<file path="src/phy_link_pkg.sv">
package phy_link_pkg;

	// ------------------------------------------------------------
	// register indices on the management interface
	// ------------------------------------------------------------
	localparam logic [4:0] GIGABIT_CAPABILITY_STATUS_IDX = 5'h0f;
	localparam logic [4:0] LINK_BEHAVIOUR_CONTROL_IDX    = 5'h10;
	localparam logic [4:0] SLOW_SPEED_MODE_CONTROL_IDX   = 5'h11;

	// ------------------------------------------------------------
	// capability status: fixed value and bit positions
	// ------------------------------------------------------------
	localparam int         CAP_X_FULL_BIT  = 15;
	localparam int         CAP_X_HALF_BIT  = 14;
	localparam int         CAP_T_FULL_BIT  = 13;
	localparam int         CAP_T_HALF_BIT  = 12;
	localparam logic [0:0] CAP_X_VALUE     = 1'h0;
	localparam logic [0:0] CAP_T_VALUE     = 1'h1;

	// ------------------------------------------------------------
	// link behaviour control fields
	// ------------------------------------------------------------
	localparam int         ATTEMPT_HI      = 9;
	localparam int         ATTEMPT_LO      = 8;
	localparam int         BREAK_THR_HI    = 5;
	localparam int         BREAK_THR_LO    = 4;
	localparam int         BREAK_EN_BIT    = 3;
	localparam int         POWER_OPT_BIT   = 2;
	localparam int         LOGIC_RST_BIT   = 0;
	localparam logic [15:0] LINK_RW_MASK   = 16'h033d;
	localparam logic [15:0] LINK_RESET     = 16'h0020;

	// ------------------------------------------------------------
	// slow speed mode control fields
	// ------------------------------------------------------------
	localparam int         SHORT_ED_BIT    = 15;
	localparam int         FAST_TEST_BIT   = 14;
	localparam int         ED_PWRDN_BIT    = 13;
	localparam int         PWRDN_VAR_BIT   = 12;
	localparam int         SPEED_OPT_BIT   = 7;
	localparam int         NEXT_PAGE_BIT   = 6;
	localparam int         XOVER_OFF_BIT   = 5;
	localparam int         ENERGY_BIT      = 1;
	localparam logic [15:0] MODE_RW_MASK   = 16'hf0e0;
	localparam logic [15:0] MODE_RESET     = 16'h0040;

	// ------------------------------------------------------------
	// decode tables and management frame constants
	// ------------------------------------------------------------
	localparam logic [11:0] ATTEMPT_TABLE  = {3'h3, 3'h4, 3'h5, 3'h7};
	localparam logic [3:0]  BREAK_EXP_BASE = 4'h8;
	localparam logic [5:0]  PREAMBLE_LEN   = 6'h20;
	localparam logic [4:0]  HEADER_LEN     = 5'h0d;
	localparam logic [4:0]  DATA_LEN       = 5'h10;
	localparam logic [1:0]  OP_READ        = 2'h2;
	localparam logic [1:0]  OP_WRITE       = 2'h1;

	// decoded controls handed to the device core
	typedef struct packed {
		logic [1:0] attempt_code;
		logic [2:0] attempt_limit;
		logic [1:0] break_threshold_code;
		logic [3:0] break_exponent;
		logic       link_break_enable;
		logic       power_opt_off;
		logic       short_energy_detect_select;
		logic       ten_meg_fast_test_enable;
		logic       energy_detect_powerdown_enable;
		logic       powerdown_pulse_variant;
		logic       speed_opt_enable;
		logic       next_page_allow;
		logic       auto_crossover_off;
	} phy_ctrl_t;

	typedef enum logic [2:0] {S_PRE, S_HDR, S_TA, S_DATA} mgmt_state_t;

endpackage

</file>
<file path="src/phy_link_control_regs.sv">
`timescale 1ns/100ps

module phy_link_control_regs (
	input  wire logic                    SYS_CLK,
	input  wire logic                    ARST_N,
	input  wire logic                    MDC,
	input  wire logic                    MDIO_IN,
	output logic                         MDIO_OUT,
	output logic                         MDIO_OE,
	input  wire logic [4:0]              STATION_ADDRESS,
	input  wire logic                    LINE_ENERGY_DET,
	input  wire logic                    SOFT_RESET,
	output phy_link_pkg::phy_ctrl_t      CTRL,
	output logic                         LOGIC_RESET
);

	// ------------------------------------------------------------
	// reset release and input synchronisers
	// ------------------------------------------------------------
	logic [1:0] rst_sync_r;
	logic       rst_n;
	logic [1:0] mdc_sync_r;
	logic [1:0] mdio_sync_r;
	logic [1:0] energy_sync_r;
	logic [4:0] addr_meta_r;
	logic [4:0] addr_sync_r;
	logic       mdc_prev_r;
	logic       mdc_rise;

	// reset asserts at once, releases two edges later
	always_ff @(posedge SYS_CLK or negedge ARST_N) begin
		if (!ARST_N) begin
			rst_sync_r <= 2'h0;
		end else begin
			rst_sync_r <= {rst_sync_r[0], 1'h1};
		end
	end
	assign rst_n = rst_sync_r[1];

	// pins other than SOFT_RESET pass two flops; only the second stage feeds logic
	always_ff @(posedge SYS_CLK or negedge rst_n) begin
		if (!rst_n) begin
			// idle-high image: the first change after reset is a fall, never a false rise
			mdc_sync_r    <= 2'h3;
			mdio_sync_r   <= 2'h3;
			energy_sync_r <= 2'h0;
			addr_meta_r   <= 5'h00;
			addr_sync_r   <= 5'h00;
			mdc_prev_r    <= 1'h1;
		end else begin
			mdc_sync_r    <= {mdc_sync_r[0], MDC};
			mdio_sync_r   <= {mdio_sync_r[0], MDIO_IN};
			energy_sync_r <= {energy_sync_r[0], LINE_ENERGY_DET};
			addr_meta_r   <= STATION_ADDRESS;
			addr_sync_r   <= addr_meta_r;
			mdc_prev_r    <= mdc_sync_r[1];
		end
	end
	assign mdc_rise = mdc_sync_r[1] & ~mdc_prev_r;

	// ------------------------------------------------------------
	// management frame engine
	// ------------------------------------------------------------
	phy_link_pkg::mgmt_state_t state_r, state_nxt;
	logic [5:0]  pre_cnt_r, pre_cnt_nxt;
	logic [4:0]  bit_cnt_r, bit_cnt_nxt;
	logic [12:0] hdr_r, hdr_nxt;
	logic [15:0] sh_r, sh_nxt;
	logic        out_r, out_nxt;
	logic        oe_r, oe_nxt;
	logic        wr_go;
	logic [15:0] link_r, link_nxt;
	logic [15:0] mode_r, mode_nxt;
	logic        energy_r, energy_nxt;
	logic        logic_reset_strobe_r, logic_reset_strobe_nxt;
	logic        logic_reset_strobe_pulse_nxt;
	logic [15:0] rdata;
	logic        sel_ok;
	logic        is_read;
	logic        is_write;
	logic        din;

	assign din      = mdio_sync_r[1];
	assign is_read  = (hdr_r[11:10] == phy_link_pkg::OP_READ);
	assign is_write = (hdr_r[11:10] == phy_link_pkg::OP_WRITE);
	assign sel_ok   = (hdr_r[9:5] == addr_sync_r);

	// read mux; reserved positions stay zero
	always_comb begin
		rdata = 16'h0000;
		if (hdr_r[4:0] == phy_link_pkg::GIGABIT_CAPABILITY_STATUS_IDX) begin
			rdata[phy_link_pkg::CAP_X_FULL_BIT] = phy_link_pkg::CAP_X_VALUE;
			rdata[phy_link_pkg::CAP_X_HALF_BIT] = phy_link_pkg::CAP_X_VALUE;
			rdata[phy_link_pkg::CAP_T_FULL_BIT] = phy_link_pkg::CAP_T_VALUE;
			rdata[phy_link_pkg::CAP_T_HALF_BIT] = phy_link_pkg::CAP_T_VALUE;
		end else if (hdr_r[4:0] == phy_link_pkg::LINK_BEHAVIOUR_CONTROL_IDX) begin
			rdata = link_r & phy_link_pkg::LINK_RW_MASK;
		end else if (hdr_r[4:0] == phy_link_pkg::SLOW_SPEED_MODE_CONTROL_IDX) begin
			rdata = mode_r & phy_link_pkg::MODE_RW_MASK;
			rdata[phy_link_pkg::ENERGY_BIT] = energy_r;
		end
	end

	// frame sequencing, one step per rising management clock
	always_comb begin
		state_nxt   = state_r;
		pre_cnt_nxt = pre_cnt_r;
		bit_cnt_nxt = bit_cnt_r;
		hdr_nxt     = hdr_r;
		sh_nxt      = sh_r;
		out_nxt     = out_r;
		oe_nxt      = oe_r;
		wr_go       = 1'h0;
		if (mdc_rise) begin
			case (state_r)
				phy_link_pkg::S_PRE: begin
					oe_nxt = 1'h0;
					if (din) begin
						if (pre_cnt_r != phy_link_pkg::PREAMBLE_LEN) begin
							pre_cnt_nxt = pre_cnt_r + 6'h01;
						end
					end else begin
						// a zero after a full preamble is the start mark
						if (pre_cnt_r == phy_link_pkg::PREAMBLE_LEN) begin
							state_nxt   = phy_link_pkg::S_HDR;
							bit_cnt_nxt = 5'h00;
						end
						pre_cnt_nxt = 6'h00;
					end
				end
				phy_link_pkg::S_HDR: begin
					hdr_nxt     = {hdr_r[11:0], din};
					bit_cnt_nxt = bit_cnt_r + 5'h01;
					if (bit_cnt_nxt == phy_link_pkg::HEADER_LEN) begin
						bit_cnt_nxt = 5'h00;
						state_nxt   = phy_link_pkg::S_TA;
						// bad start mark or opcode: wait for a new preamble
						if (!hdr_nxt[12] || (hdr_nxt[11:10] != phy_link_pkg::OP_READ
								&& hdr_nxt[11:10] != phy_link_pkg::OP_WRITE)) begin
							state_nxt = phy_link_pkg::S_PRE;
						end
					end
				end
				phy_link_pkg::S_TA: begin
					if (bit_cnt_r == 5'h00) begin
						bit_cnt_nxt = 5'h01;
						// drive the turnaround zero on a matching read
						if (is_read && sel_ok) begin
							oe_nxt  = 1'h1;
							out_nxt = 1'h0;
						end
					end else begin
						bit_cnt_nxt = 5'h00;
						state_nxt   = phy_link_pkg::S_DATA;
						out_nxt     = rdata[15];
						sh_nxt      = {rdata[14:0], 1'h0};
					end
				end
				default: begin
					bit_cnt_nxt = bit_cnt_r + 5'h01;
					if (is_read) begin
						out_nxt = sh_r[15];
						sh_nxt  = {sh_r[14:0], 1'h0};
					end else begin
						sh_nxt = {sh_r[14:0], din};
					end
					if (bit_cnt_nxt == phy_link_pkg::DATA_LEN) begin
						// release the line after the last data bit
						oe_nxt      = 1'h0;
						out_nxt     = 1'h0;
						state_nxt   = phy_link_pkg::S_PRE;
						pre_cnt_nxt = 6'h00;
						wr_go       = is_write && sel_ok;
					end
				end
			endcase
		end
	end

	// ------------------------------------------------------------
	// register bank
	// ------------------------------------------------------------
	always_comb begin
		link_nxt   = link_r;
		mode_nxt   = mode_r;
		logic_reset_strobe_nxt   = logic_reset_strobe_r;
		logic_reset_strobe_pulse_nxt = 1'h0;
		energy_nxt = energy_sync_r[1];
		if (SOFT_RESET) begin
			energy_nxt = 1'h0;
		end
		if (wr_go && hdr_r[4:0] == phy_link_pkg::LINK_BEHAVIOUR_CONTROL_IDX) begin
			link_nxt = sh_nxt & phy_link_pkg::LINK_RW_MASK;
			logic_reset_strobe_nxt = sh_nxt[phy_link_pkg::LOGIC_RST_BIT];
			logic_reset_strobe_pulse_nxt = sh_nxt[phy_link_pkg::LOGIC_RST_BIT];
		end else if (wr_go && hdr_r[4:0] == phy_link_pkg::SLOW_SPEED_MODE_CONTROL_IDX) begin
			mode_nxt = sh_nxt & phy_link_pkg::MODE_RW_MASK;
		end
	end

	// decoded control image, changes with the register it follows
	phy_link_pkg::phy_ctrl_t ctrl_nxt;
	always_comb begin
		ctrl_nxt.attempt_code  = link_nxt[phy_link_pkg::ATTEMPT_HI:phy_link_pkg::ATTEMPT_LO];
		ctrl_nxt.attempt_limit = phy_link_pkg::ATTEMPT_TABLE[3*ctrl_nxt.attempt_code +: 3];
		ctrl_nxt.break_threshold_code =
			link_nxt[phy_link_pkg::BREAK_THR_HI:phy_link_pkg::BREAK_THR_LO];
		ctrl_nxt.break_exponent = phy_link_pkg::BREAK_EXP_BASE
			+ {2'h0, ctrl_nxt.break_threshold_code};
		ctrl_nxt.link_break_enable = link_nxt[phy_link_pkg::BREAK_EN_BIT];
		ctrl_nxt.power_opt_off = link_nxt[phy_link_pkg::POWER_OPT_BIT];
		ctrl_nxt.short_energy_detect_select = mode_nxt[phy_link_pkg::SHORT_ED_BIT];
		ctrl_nxt.ten_meg_fast_test_enable = mode_nxt[phy_link_pkg::FAST_TEST_BIT];
		ctrl_nxt.energy_detect_powerdown_enable = mode_nxt[phy_link_pkg::ED_PWRDN_BIT];
		ctrl_nxt.powerdown_pulse_variant = mode_nxt[phy_link_pkg::PWRDN_VAR_BIT];
		ctrl_nxt.speed_opt_enable = mode_nxt[phy_link_pkg::SPEED_OPT_BIT];
		ctrl_nxt.next_page_allow = mode_nxt[phy_link_pkg::NEXT_PAGE_BIT];
		ctrl_nxt.auto_crossover_off = mode_nxt[phy_link_pkg::XOVER_OFF_BIT];
	end

	// reset image of the decoded controls, built from the reset values
	localparam logic [15:0] LR = phy_link_pkg::LINK_RESET;
	localparam logic [15:0] MR = phy_link_pkg::MODE_RESET;
	localparam logic [1:0]  RST_ATTEMPT =
		LR[phy_link_pkg::ATTEMPT_HI:phy_link_pkg::ATTEMPT_LO];
	localparam logic [1:0]  RST_THR     =
		LR[phy_link_pkg::BREAK_THR_HI:phy_link_pkg::BREAK_THR_LO];
	localparam phy_link_pkg::phy_ctrl_t CTRL_RESET = '{
		attempt_code:                   RST_ATTEMPT,
		attempt_limit:                  phy_link_pkg::ATTEMPT_TABLE[3*RST_ATTEMPT +: 3],
		break_threshold_code:           RST_THR,
		break_exponent:                 phy_link_pkg::BREAK_EXP_BASE + {2'h0, RST_THR},
		link_break_enable:              LR[phy_link_pkg::BREAK_EN_BIT],
		power_opt_off:                  LR[phy_link_pkg::POWER_OPT_BIT],
		short_energy_detect_select:     MR[phy_link_pkg::SHORT_ED_BIT],
		ten_meg_fast_test_enable:       MR[phy_link_pkg::FAST_TEST_BIT],
		energy_detect_powerdown_enable: MR[phy_link_pkg::ED_PWRDN_BIT],
		powerdown_pulse_variant:        MR[phy_link_pkg::PWRDN_VAR_BIT],
		speed_opt_enable:               MR[phy_link_pkg::SPEED_OPT_BIT],
		next_page_allow:                MR[phy_link_pkg::NEXT_PAGE_BIT],
		auto_crossover_off:             MR[phy_link_pkg::XOVER_OFF_BIT]
	};

	phy_link_pkg::phy_ctrl_t ctrl_r;
	logic                    logic_reset_strobe_pulse_r;

	// frame, register and control state registered here; hardware reset sets the energy flag
	always_ff @(posedge SYS_CLK or negedge rst_n) begin
		if (!rst_n) begin
			state_r      <= phy_link_pkg::S_PRE;
			pre_cnt_r    <= 6'h00;
			bit_cnt_r    <= 5'h00;
			hdr_r        <= 13'h0000;
			sh_r         <= 16'h0000;
			out_r        <= 1'h0;
			oe_r         <= 1'h0;
			link_r       <= phy_link_pkg::LINK_RESET;
			mode_r       <= phy_link_pkg::MODE_RESET;
			logic_reset_strobe_r       <= 1'h0;
			energy_r     <= 1'h1;
			ctrl_r       <= CTRL_RESET;
			logic_reset_strobe_pulse_r <= 1'h0;
		end else begin
			state_r      <= state_nxt;
			pre_cnt_r    <= pre_cnt_nxt;
			bit_cnt_r    <= bit_cnt_nxt;
			hdr_r        <= hdr_nxt;
			sh_r         <= sh_nxt;
			out_r        <= out_nxt;
			oe_r         <= oe_nxt;
			link_r       <= link_nxt;
			mode_r       <= mode_nxt;
			logic_reset_strobe_r       <= logic_reset_strobe_nxt;
			energy_r     <= energy_nxt;
			ctrl_r       <= ctrl_nxt;
			logic_reset_strobe_pulse_r <= logic_reset_strobe_pulse_nxt;
		end
	end

	// pulse only touches the core; registers above are untouched by it
	assign LOGIC_RESET = logic_reset_strobe_pulse_r;
	assign CTRL        = ctrl_r;
	assign MDIO_OUT    = out_r;
	assign MDIO_OE     = oe_r;

endmodule

</file>
<file path="config.mk">
export PLATFORM = sky130hd
export DESIGN_NAME = phy_link_control_regs
export DESIGN_NICKNAME = d
export VERILOG_FILES = /design/src/phy_link_pkg.sv /design/src/phy_link_control_regs.sv
export SDC_FILE = /design/constraint.sdc
export NUM_CORES = 1
export LEC_CHECK = 0
export BUFFER_PORTS_ARGS = -buffer_cell sky130_fd_sc_hd__buf_2
export CAP_MARGIN = 20
export CORE_ASPECT_RATIO = 0.6
export CORE_MARGIN = 4
export CORE_UTILIZATION = 53
export DETAILED_ROUTE_END_ITERATION = 8
export GPL_TIMING_DRIVEN = 0
export PLACE_DENSITY = 0.74
export SYNTH_ARGS = -nofsm -noshare
export SYNTH_HDL_FRONTEND = slang
export SYNTH_SLANG_ARGS = --single-unit
</file>
<file path="constraint.sdc">
create_clock -name SYS_CLK -period 2.67 [get_ports SYS_CLK]
set_clock_uncertainty 0.1 [all_clocks]
set_input_delay 0.534 -clock SYS_CLK [delete_from_list [all_inputs] [get_ports SYS_CLK]]
set_output_delay 0.534 -clock SYS_CLK [all_outputs]
set_load 0.1 [all_outputs]
</file>
# --- Yosys cells after proc, flatten, opt, wreduce, memory -nomap -nowiden ---
# Cells that the tools add are included.
totals:
  out_inout_bits: 23
  register_bits: 99
  in_bits: 11
  elab_cells: 129
classes:
  n_addsub: 3
  bitwise_logic: 5
  shift: 1
  reduce_logical: 23
  mux: 41
  mul: 1
  n_eq_ne: 22
ops:
  columns: ["op", "n"]
  rows:
  - ["16-bit 2-to-1 mux", 6]
  - ["16-bit one-hot mux with 2 select lines", 1]
  - ["6-bit 2-to-1 mux", 3]
  - ["5-bit equality test, second input constant", 3]
  - ["3-bit 2-to-1 mux", 5]
  - ["5-bit 2-to-1 mux", 3]
  - ["5-bit one-hot mux with 3 select lines", 1]
  - ["1-bit 2-to-1 mux", 14]
  - ["2-bit != test, second input constant", 7]
  - ["12-bit 2-to-1 mux", 1]
  - ["6-bit one-hot mux with 2 select lines", 1]
  - ["12-bit by 5-bit variable part select with 3-bit output, first input constant", 1]
  - ["5-bit by 4-bit equality test with 1-bit output, second input constant", 2]
  - ["10-bit 2-to-1 mux", 1]
  - ["3-bit one-hot mux with 3 select lines", 1]
  - ["4-bit AND reduction", 2]
  - ["6-bit by 1-bit adder with 6-bit output, second input constant", 1]
  - ["6-bit equality test, second input constant", 1]
  - ["3-bit != test, second input constant", 2]
  - ["6-bit != test, second input constant", 1]
  - ["3-bit AND reduction", 2]
  - ["6-bit AND reduction", 1]
  - ["3-bit nonzero test", 2]
  - ["5-bit by 1-bit adder with 5-bit output, second input constant", 1]
  - ["other kinds (25)", 33]

# --- Logic depth before layout (Yosys ltp) ---
# Gate-level depths: netlist of the first run.
logic_depth:
  word_depth: 10
  depth_mapped: 10
  ltp_nobuf: 9

# --- Least setup slack after synthesis of the first run ---
# OpenSTA, ideal clock, no wires.
synth_timing:
  path_type: "register -> register"
  from: "register bit_cnt_r[0]"
  to: "register ctrl_r, in the netlist CTRL[16]"
  path_stages_with_launch: 10
  synth_period_minus_slack_ns: 2.342
  setup_ns: 0.083
  arrival_time_ns: 2.159
  path_slack_ns: 0.328
  cell_sequence: "dfrtp_1 inv_1 ha_1 nor4b_2 a311o_1 buf_4 a22oi_1 nand2_1 mux2_2 ha_1"
synth_lines:
  columns: ["item", "line", "text"]
  rows:
  - ["start: declaration", "phy_link_control_regs.sv:66", "logic [4:0] bit_cnt_r, bit_cnt_nxt;"]
  - ["start signal: assignment", "phy_link_control_regs.sv:266", "bit_cnt_r <= bit_cnt_nxt;"]
  - ["end signal: assignment", "phy_link_control_regs.sv:275", "ctrl_r <= ctrl_nxt;"]
  - ["end: declaration", "phy_link_control_regs.sv:244", "phy_link_pkg::phy_ctrl_t ctrl_r;"]

# --- Final worst setup path of the first run ---
layout_timing:
  from: "register hdr_r[1]"
  to: "register mode_r[12]"
layout_between:
  elab_chain_cells: 8
  word_cells_on_any_way: 12
  cone_classes: "eq/ne (3); mux (7); reduce/logical (2)"
layout_lines:
  columns: ["item", "line", "text"]
  rows:
  - ["start: declaration", "phy_link_control_regs.sv:67", "logic [12:0] hdr_r, hdr_nxt;"]
  - ["start signal: assignment", "phy_link_control_regs.sv:267", "hdr_r <= hdr_nxt;"]
  - ["5-bit equality test", "phy_link_control_regs.sv:96, phy_link_control_regs.sv:192", null]
  - ["16-bit 2-to-1 mux", "phy_link_control_regs.sv:96", "end else if (hdr_r[4:0] == phy_link_pkg::LINK_BEHAVIOUR_CONTROL_IDX) begin"]
  - ["12-bit 2-to-1 mux", "phy_link_control_regs.sv:91", "if (hdr_r[4:0] == phy_link_pkg::GIGABIT_CAPABILITY_STATUS_IDX) begin"]
  - ["16-bit 2-to-1 mux", "phy_link_control_regs.sv:145", "if (bit_cnt_r == 5'h00) begin"]
  - ["16-bit one-hot mux with 2 select lines", "phy_link_control_regs.sv:115", "case (state_r)"]
  - ["16-bit 2-to-1 mux", "phy_link_control_regs.sv:114", "if (mdc_rise) begin"]
  - ["16-bit 2-to-1 mux", "phy_link_control_regs.sv:196", "end else if (wr_go && hdr_r[4:0] == phy_link_pkg::SLOW_SPEED_MODE_CONTROL_IDX) begin"]
  - ["16-bit 2-to-1 mux *", "phy_link_control_regs.sv:192", "if (wr_go && hdr_r[4:0] == phy_link_pkg::LINK_BEHAVIOUR_CONTROL_IDX) begin"]
  - ["end signal: assignment", "phy_link_control_regs.sv:258", "mode_r <= phy_link_pkg::MODE_RESET;"]
  - ["end signal: assignment", "phy_link_control_regs.sv:272", "mode_r <= mode_nxt;"]
  - ["end: declaration", "phy_link_control_regs.sv:73", "logic [15:0] mode_r, mode_nxt;"]
# Every way passes the cells marked *; elsewhere a longest branch is shown, timed or not. The select of a mux whose other input is x is not followed.
# A chain may end at the register's enable or synchronous reset.

==> results.yml, run 1 <==
status:
  outcome: "finished, final reports clean"
logic_synthesis:
  synth.most_common_cell: "dfrtp_1"
  ys_types: 60
  yosys.area.top_type: "dfrtp_1"
  seq_area_frac_synth_pct: 54.3
  asyncSetResetFlopFracSynth_pct: 100
  ys_top_cells_by_count: "70 x dfrtp_1, 28 x nand2_1, 27 x mux2_2"
  syn-cell-area_um2: 3760
  synthTopCellsByArea: "dfrtp_1 47%, mux2_2 8.1%, dfstp_2 7.7%"
  synth_cells: 322
  synth_seq_cells: 81
  syn_area_per_cell_um2: 11.7
  synth_edf_count: 0
  synth-main-ff-cell: "dfrtp_1"
  synth_top_area_share_pct: 46.6
  ys_warn_count: 0
setup_path:
  cp-end-kind: "register"
  path_max_fanout: 7
  slowest_stage: "nor4b_1"
  cp-startpoint: "hdr_r[1]"
  critPathKind: "register to register"
  worstPathRequired_ns: 2.79
  cpPeakStageDelay_ns: 0.81
  cp_num_buf_inv: 0
  r2r_slack_ns: 0.14
  crit_path_cell_trace: "nor4b_1 > and2_1 > nand4_1 > mux2_2"
  crit_family: "simple AND/OR/NAND/NOR gates"
  rr_startpoint: "hdr_r[1]"
  cp-start-kind: "register"
  cp.arrival_ns: 2.65
sta:
  finalHoldViolations: 0
  fin_ws_ns: 0.138
  relSlewSlack_pct: 39.1
  rsz0062_at_grt: "false"
  post-route-period-util_pct: 94.8
  clock.fmax_mhz: 395
  maxSlewViolCount: 0
  setup_viol: 0
  period_needed_ns: 2.53
  tightest_slew_ns: 0.901
drt:
  drt_iter0_drc: 227
  drt_pass1_iterations: 4
  wl_per_cell_um: 16.7
  routed_wl_um: 7650
  ant_nets: 0
  viasPerCell: 5.83
  dr_total_vias: 2677
  drc: 0
floorplanning:
  rows: 23
  die_w_um: 117
  die_area_um2: 8550
  boundaryPins: 34
  initial_core_util_pct: 55.3
  die_height_um: 73.2
  coreArea_um2: 6790
placed_design:
  dp.cells: 442
  place_congestion: 0.865
  io_buffers: 31
  hpwl_um: 5340
  dpl_worst_slack_ns: 0.0214
finish:
  multi_input_comb_area_um2: 1560
  nets: 388
  antenna_cells: 0
  fin_util_pct: 64.0
  instances_no_fill: 459
  ff_latch_area_um2: 2050
  layout-drive-gt1-share_pct: 30.1
  syn2layout_area_growth_pct: 15.6
  n_fill_cell: 542
clocking:
  cts_max_path_buffers: 2
  cts_buffers: 9
  clk_latency_ns: 0.34
  cts_tree: "yes"
  clkSinkCount: 81
  htree_levels: 3
  clkTransAtPathRegs_ns: 0.06
  cts-root-buf: "clkbuf_16"
  postCtsSetupRepairBufs: 0
global_route:
  grtUsageTotal_pct: 19.5
  grt_max_degree: 63
  antenna_found_initial: 0
  grt.overflow.total: 0
  grt_pass1_vias: 2373
  grt_first_pass_wirelength_um: 12400
pwr:
  finalPower_uw: 2500
  p_leak_uw: 0.00206
  power_density_nw_per_um2: 576
  ir_drop_mv: 0.617
min_path:
  hold_path_class: "register to asynchronous set/reset pin"
run:
  maxCapViolCount: 0
## report_power, final
part	total (uW)	switching [uW]	internal (uW)	leakage, uW
Combinational	89.5	56.7	32.8	0.000882
Sequential	1280	22.0	1260	0.00104
Clock	1130	500	633	0.000137
Total	2500	579	1920	0.00206
## cell usage in the layout, fill, tap and decap left out, types with 4 or more instances in the layout
cell,count
dfrtp_1,66
buf_2,34
nand2_1,28
mux2_2,27
nor2_1,14
o21ai_0,14
dfstp_2,11
inv_1,11
buf_4,11
a22oi_1,10
ha_1,9
clkbuf_16,9
nand4_1,8
nor3_1,8
a21oi_1,8
clkbuf_1,6
nand3_1,5
and2_1,5
nand4b_1,5
a21o_1,5
nand2b_1,4
nor2b_1,4
xnor2_1,4
nor4b_1,4
o41ai_1,4
## per-stage QoR
| step | instance area [um2] | hold slack, ns | setup TNS (ns) |
|---|---|---|---|
| floorplan | 3760 | 0.138 | 0 |
| finish | 4340 | 0.0963 | 0 |
| CTS | 4340 | 0.102 | 0 |
| detailed placement | 4060 | 0.101 | 0 |
| global placement | 4030 | 0.220 | -43.74 |
| global route | 4340 | 0.117 | 0 |
## path summary, 6_finish.rpt
path / endpoint / cells after the start
max in group asynchronous: mode_r[6] / 1
hold reg to reg: hdr_r[7] / 0
hold / removal: hdr_r[7] / 0
setup / recovery: mode_r[12] / 4
min in group SYS_CLK: mdc_sync_r[0] / 1
setup reg to reg: mode_r[12] / 4
## kinds of logic after synthesis
kind of cell / after synthesis / synth area share (%)
AO/OA/AOI/OAI: 63 / 12.2
XOR/XNOR: 6 / 1.40
adder cells (fa/ha/maj): 10 / 3.33
buffers and inverters: 31 / 4.29
flip-flops: 81 / 54.3
multiplexers: 31 / 9.19
other: 2 / 0.200
AND/OR/NAND/NOR: 98 / 15.1
## timing repair
action | 4_1_cts | 5_1_grt
hold buffers | 1 | 0
gates resized for setup | 0 | 4
setup endpoints to repair | 0 | 3
hold endpoints to repair | 2 | 0
## flip-flops by register name (all words and copies together) (netlist names), 5 cells and up
signal       cells
CTRL             5
addr_meta_r      5
addr_sync_r      5
bit_cnt_r        5
hdr_r           12
link_r           5
mode_r           7
pre_cnt_r        6
sh_r            16
## cell type report
type	instances	share of cell area (%)
Clock buffer	10	5.27
Sequential cell	81	47.1
Clock inverter	6	0.950
Buffer	19	2.68
Tap cell	87	2.51
Inverter	12	1.04
Timing Repair Buffer	33	4.44
Multi-Input combinational cell	211	36.0
## metal layers
layer  global-route usage (%)  routed length [um]  part of all wire (%)  up-vias
li1                         -                   -                     -     1259
met3                     6.46                 545                   7.1        8
met5                        0                   0                     0        -
met2                     24.4                3090                    40       91
met1                     30.9                3900                    51     1319
met4                     6.87                 113                   1.5        0
No activity file was read; power rests on OpenSTA's default activity.
==> inputs of run 2 (changes only) <==
--- a/config.mk
+++ b/config.mk
@@ -9,10 +9,11 @@
 export CAP_MARGIN = 20
 export CORE_ASPECT_RATIO = 0.6
 export CORE_MARGIN = 4
-export CORE_UTILIZATION = 53
+export CORE_UTILIZATION = 55
+export CTS_BUF_LIST = sky130_fd_sc_hd__clkbuf_4 sky130_fd_sc_hd__clkbuf_8
 export DETAILED_ROUTE_END_ITERATION = 8
 export GPL_TIMING_DRIVEN = 0
-export PLACE_DENSITY = 0.74
+export PLACE_DENSITY = 0.77
 export SYNTH_ARGS = -nofsm -noshare
 export SYNTH_HDL_FRONTEND = slang
 export SYNTH_SLANG_ARGS = --single-unit
==> run 2 against run 1 <==
  * Routed wire length is 0.13% higher
  * Final cell count is 0.22% higher
  * Fmax shrank 0.79%
  * Hold slack got worse by 0.024 ns
  * Largest power group unchanged
  * Setup slack worse by 0.020 ns
  * Largest cell class unchanged
  * Combinational power is 3.4% higher
  * Critical path depth is 5 higher
  * Non-clock buffer count up 1
  * Highest routed layer unchanged
  * Sequential share of layout area is 0.37 points higher
  * Die area down 3.3%
  * Global-route usage is 0.69 points higher
==> results.yml, run 2 (synthesis gave the netlist of run 1 again) <==
setup_path:
  worstPathRequired_ns: 2.85
  r2r_slack_ns: 0.12
  cp.arrival_ns: 2.73
  cp-end-kind: "register"
  critPathKind: "register to register"
  cp-start-kind: "register"
  cp-endpoint: "CTRL[16]"
  rr_startpoint: "bit_cnt_r[0]"
  r2r_cells: 9
  timing.rr.end: "CTRL[16]"
  cp-startpoint: "bit_cnt_r[0]"
  path_max_fanout: 10
floorplanning:
  initial_core_util_pct: 56.5
  coreArea_um2: 6650
  die_height_um: 72.0
  die_w_um: 115
  die_area_um2: 8260
  rows: 23
  boundaryPins: 34
pwr:
  power_density_nw_per_um2: 552
  clockPowerShare_pct: 42.5
  swShare_pct: 21.5
  p_leak_uw: 0.00204
  power.switching_uw: 512
  finalPower_uw: 2380
  ir_drop_mv: 0.415
  seq_power_share_pct: 53.6
  p_int_uw: 1870
  combinationalPowerShare_pct: 3.9
sta:
  fin_tns_setup_ns: 0
  setup_viol: 0
  relSlewSlack_pct: 43.8
  rsz0062_at_grt: "false"
  clock.fmax_mhz: 392
  tightest_slew_ns: 0.832
  maxSlewViolCount: 0
  post-route-period-util_pct: 95.6
  finalHoldViolations: 0
  period_needed_ns: 2.55
global_route:
  grt_max_degree: 67
  grt_pass1_vias: 2465
  grt-busiest-layer: "met1"
  grtUsageTotal_pct: 20.2
  met1_usage_pct: 31.8
  grt_first_pass_wirelength_um: 12800
  grt.overflow.total: 0
  antenna_found_initial: 0
  grtUsageMet2_pct: 26.9
  met3_usage_pct: 6.00
placed_design:
  io_buffers: 31
  place_congestion: 0.887
  hpwl_um: 5350
  dp.cells: 442
clocking:
  cts-root-buf: "clkbuf_8"
  clk_latency_ns: 0.35
  cts_buffers: 9
  clkTransAtPathRegs_ns: 0.08
  cts_max_path_buffers: 2
  htree_levels: 3
  clkSinkCount: 81
  cts_tree: "yes"
finish:
  nets: 389
  top_register: "sh_r"
  top_regs: "sh_r x16, hdr_r x12, mode_r x7"
  fin_util_pct: 64.8
  final_common_cell: "dfrtp_1"
  mostFrequentLayoutCells: "66 x dfrtp_1, 34 x buf_2, 28 x nand2_1, 27 x mux2_2"
  instances_no_fill: 460
  antenna_cells: 0
  syn2layout_area_growth_pct: 14.7
  largest_reg_flops: 16
  layout-drive-gt1-share_pct: 30.6
drt:
  dr_total_vias: 2660
  drc: 0
  routed_wl_um: 7660
  wl_per_cell_um: 16.6
  ant_nets: 0
  drt_pass1_iterations: 4
  viasPerCell: 5.78
  drt_iter0_drc: 170
min_path:
  hold_path_class: "register to asynchronous set/reset pin"
run:
  maxCapViolCount: 0
status:
  outcome: "finished, final reports clean"
-- run 2: cell count changes in the layout (fill, tap and decap cells not counted), sizes merged --
cell	before	now
clkinvlp	0	1
bufinv	0	2
clkinv	4	0
inv	14	13
buf	46	47
clkbuf	15	17
-- run 2: critical path, stage by stage, from the launching register on --
cell and delay [ns]:
dfrtp_2 0.41, inv_1 0.06, ha_1 0.23, nor4b_2 0.19, a311o_1 0.41, buf_4 0.20, a22oi_1 0.18, nand2_1 0.09
mux2_2 0.31, ha_1 0.29
-- run 2: stage by stage --
stage	cell area [um2]	hold slack, ns	setup slack (ns)
global route	4310	0.0921	0.00829
detailed placement	4060	0.0805	0.0440
finish	4310	0.0725	0.118
CTS	4300	0.0807	0.00777
global placement	4030	0.219	-0.625
floorplan	3760	0.138	0.166
-- run 2: final cells by class --
class	instances	area, um2
buffer	19	116
clock buffer	12	153
clock inverter	4	76.3
fill	524	2340
inverter	12	45.0
multi-input combinational	211	1560
sequential	81	2050
tap	87	109
timing repair buffer	34	200
-- run 2: worst min-delay path by stage --
stage	from	endpoint	slack [ns]	depth (start not counted)
4_1_cts	rst_sync_r[1]	addr_meta_r[0]	0.08	0
6_report	rst_sync_r[1]	addr_meta_r[0]	0.07	0
5_1_grt	rst_sync_r[1]	addr_meta_r[0]	0.09	0
3_5_place_dp	rst_sync_r[1]	addr_meta_r[3]	0.08	0
3_3_place_gp	ARST_N	rst_sync_r[0]	0.22	1
2_1_floorplan	ARST_N	rst_sync_r[0]	0.14	0
-- run 2: routing by layer --
layer / part of all wire (%) / routed length [um]
met1: 50 / 3840
met2: 41 / 3140
met3: 7.6 / 585
met4: 1.1 / 85
met5: 0 / 0
-- run 2: power by group through the flow --
stage	registers, uW	clock network [uW]	logic [uW]
after detailed placement	1300	0	92.7
final	1270	1010	92.5
after floorplan	1310	0	50.5
after global routing	1280	1090	104
after CTS	1280	1030	93.8
after global placement	1320	0	65.3
-- run 2: what timing repair did --
| item | 4_1_cts | 5_1_grt |
|---|---|---|
| endpoints found under the hold margin | 2 | 0 |
| gates resized for setup | 0 | 4 |
| endpoints found under the setup margin | 0 | 3 |
| setup buffers | 0 | 1 |
| hold buffers | 1 | 0 |
==> inputs of run 3 (changes only) <==
--- a/config.mk
+++ b/config.mk
@@ -13,7 +13,8 @@
 export CTS_BUF_LIST = sky130_fd_sc_hd__clkbuf_4 sky130_fd_sc_hd__clkbuf_8
 export DETAILED_ROUTE_END_ITERATION = 8
 export GPL_TIMING_DRIVEN = 0
-export PLACE_DENSITY = 0.77
+export MAX_ROUTING_LAYER = met4
+export PLACE_DENSITY = 0.78
 export SYNTH_ARGS = -nofsm -noshare
 export SYNTH_HDL_FRONTEND = slang
 export SYNTH_SLANG_ARGS = --single-unit
==> run 3 against run 2 <==
  * Via count up 0.45%
  * First-iteration DRC count up 51%
  * Sequential cell count unchanged
  * Sequential share of layout area up 0.069 points
  * Routed wire length up 0.77%
  * Clock power about the same
  * Total power down 0.92%
==> results.yml, run 3 (synthesis gave the netlist of run 1 again) <==
status:
  outcome: "finished, final reports clean"
setup_path:
  crit_path_cell_trace: "inv_1 > ha_1 > nor4b_2 > a311o_1 > buf_4 > a22oi_1 > nand2_1 > mux2_2 > ha_1"
  cp-startpoint: "bit_cnt_r[0]"
  worstPathRequired_ns: 2.87
  cp-end-kind: "register"
  critPathKind: "register to register"
  r2r_cells: 9
  timing.rr.end: "CTRL[16]"
  rr_startpoint: "bit_cnt_r[0]"
  slowest_stage: "dfrtp_2"
  cpPeakStageDelay_ns: 0.43
  cp.arrival_ns: 2.74
  r2r_slack_ns: 0.13
  path_max_fanout: 10
  worst_path_most_repeated_cell: "ha_1"
  cp-start-kind: "register"
drt:
  dr_total_vias: 2672
  drc: 0
  drt_pass1_iterations: 5
  viasPerCell: 5.81
  routed_wl_um: 7720
  wl_per_cell_um: 16.8
  ant_nets: 0
  drt_iter0_drc: 257
finish:
  n_fill_cell: 537
  top_regs: "sh_r x16, hdr_r x12, mode_r x7"
  antenna_cells: 0
  final_common_cell: "dfrtp_1"
  top_register: "sh_r"
  instances_no_fill: 460
  largest_reg_flops: 16
  fin_area_um2: 4300
  nets: 389
  mostFrequentLayoutCells: "66 x dfrtp_1, 34 x buf_2, 28 x nand2_1, 27 x mux2_2"
  layout-drive-gt1-share_pct: 30.6
  syn2layout_area_growth_pct: 14.5
  fin_util_pct: 64.7
global_route:
  grtUsageMet2_pct: 25.7
  grt_max_degree: 66
  grt-busiest-layer: "met1"
  met1_usage_pct: 32.1
  grt_first_pass_wirelength_um: 12700
  grt.overflow.total: 0
  grt_pass1_vias: 2469
  met3_usage_pct: 7.00
  antenna_found_initial: 0
  grtUsageTotal_pct: 20.8
floorplanning:
  die_height_um: 72.0
  die_area_um2: 8260
  rows: 23
  coreArea_um2: 6650
  initial_core_util_pct: 56.5
  die_w_um: 115
  boundaryPins: 34
clocking:
  cts_max_path_buffers: 2
  htree_levels: 3
  clkSinkCount: 81
  clk_latency_ns: 0.37
  cts_tree: "yes"
  cts_buffers: 9
  cts-root-buf: "clkbuf_8"
  clkTransAtPathRegs_ns: 0.08
placed_design:
  dpl_worst_slack_ns: 0.0341
  io_buffers: 31
  dp.cells: 442
  place_area_um2: 4060
  hpwl_um: 5400
  place_congestion: 0.900
sta:
  finalHoldViolations: 0
  fin_ws_ns: 0.132
  setup_viol: 0
  maxSlewViolCount: 0
  tightest_slew_ns: 0.938
  post-route-period-util_pct: 95.0
  clock.fmax_mhz: 394
  period_needed_ns: 2.54
  relSlewSlack_pct: 36.6
pwr:
  p_leak_uw: 0.00204
  power_density_nw_per_um2: 547
  ir_drop_mv: 0.510
run:
  maxCapViolCount: 0
min_path:
  hold_path_class: "register to asynchronous set/reset pin"
## run 3: worst max-delay path, delay by kind of cell (launching register included)
family                   cells  cell delay, ns
AO/OA/AOI/OAI                2            0.58
adder cells (fa/ha/maj)      2            0.51
buffers and inverters        2            0.25
flip-flops                   1            0.43
multiplexers                 1            0.31
AND/OR/NAND/NOR              2            0.29
## run 3: cell type report
cell class                 count  area [um2]  area share (%)
clock buffer                  10         131            3.05
timing repair buffer          34         200            4.65
clock inverter                 6        91.3            2.12
sequential                    81        2050            47.6
tap                           87         109            2.53
multi-input combinational    211        1560            36.3
inverter                      12        45.0            1.05
buffer                        19         116            2.70
## run 3: worst max path at each step
stage,end,cells after the start
2_1_floorplan,CTRL[13],0
3_3_place_gp,mode_r[5],0
3_5_place_dp,CTRL[16],8
4_1_cts,CTRL[16],8
5_1_grt,CTRL[16],9
6_report,CTRL[16],9
## run 3: per-stage QoR
stage | TNS (ns) | hold slack (ns) | power (uW)
after floorplan | 0 | 0.138 | 1360
after global placement | -41.69 | 0.219 | 1380
after detailed placement | 0 | 0.0843 | 1390
after CTS | 0 | 0.0918 | 2390
after global routing | -0.00652 | 0.106 | 2450
final | 0 | 0.0839 | 2360
## run 3: what timing repair did
item / CTS / global route
endpoints found under the setup margin: 0 / 4
hold buffers: 1 / 0
endpoints found under the hold margin: 2 / 0
resized for setup: 0 / 4
buffers inserted: 0 / 1
## run 3: report_power, final
group	switching (uW)	internal (uW)	total, uW
combinational	58.0	33.0	91.0
sequential	20.5	1250	1280
clock	448	541	989
total	526	1830	2360
## run 3: per-layer routing
| layer | vias to the layer above | share of wire (%) | routed length [um] |
|---|---|---|---|
| met1 | 1313 | 51 | 3960 |
| met3 | 12 | 6.9 | 529 |
| li1 | 1253 | - | - |
| met4 | 0 | 1.6 | 123 |
| met5 | - | 0 | 0 |
| met2 | 94 | 40 | 3110 |
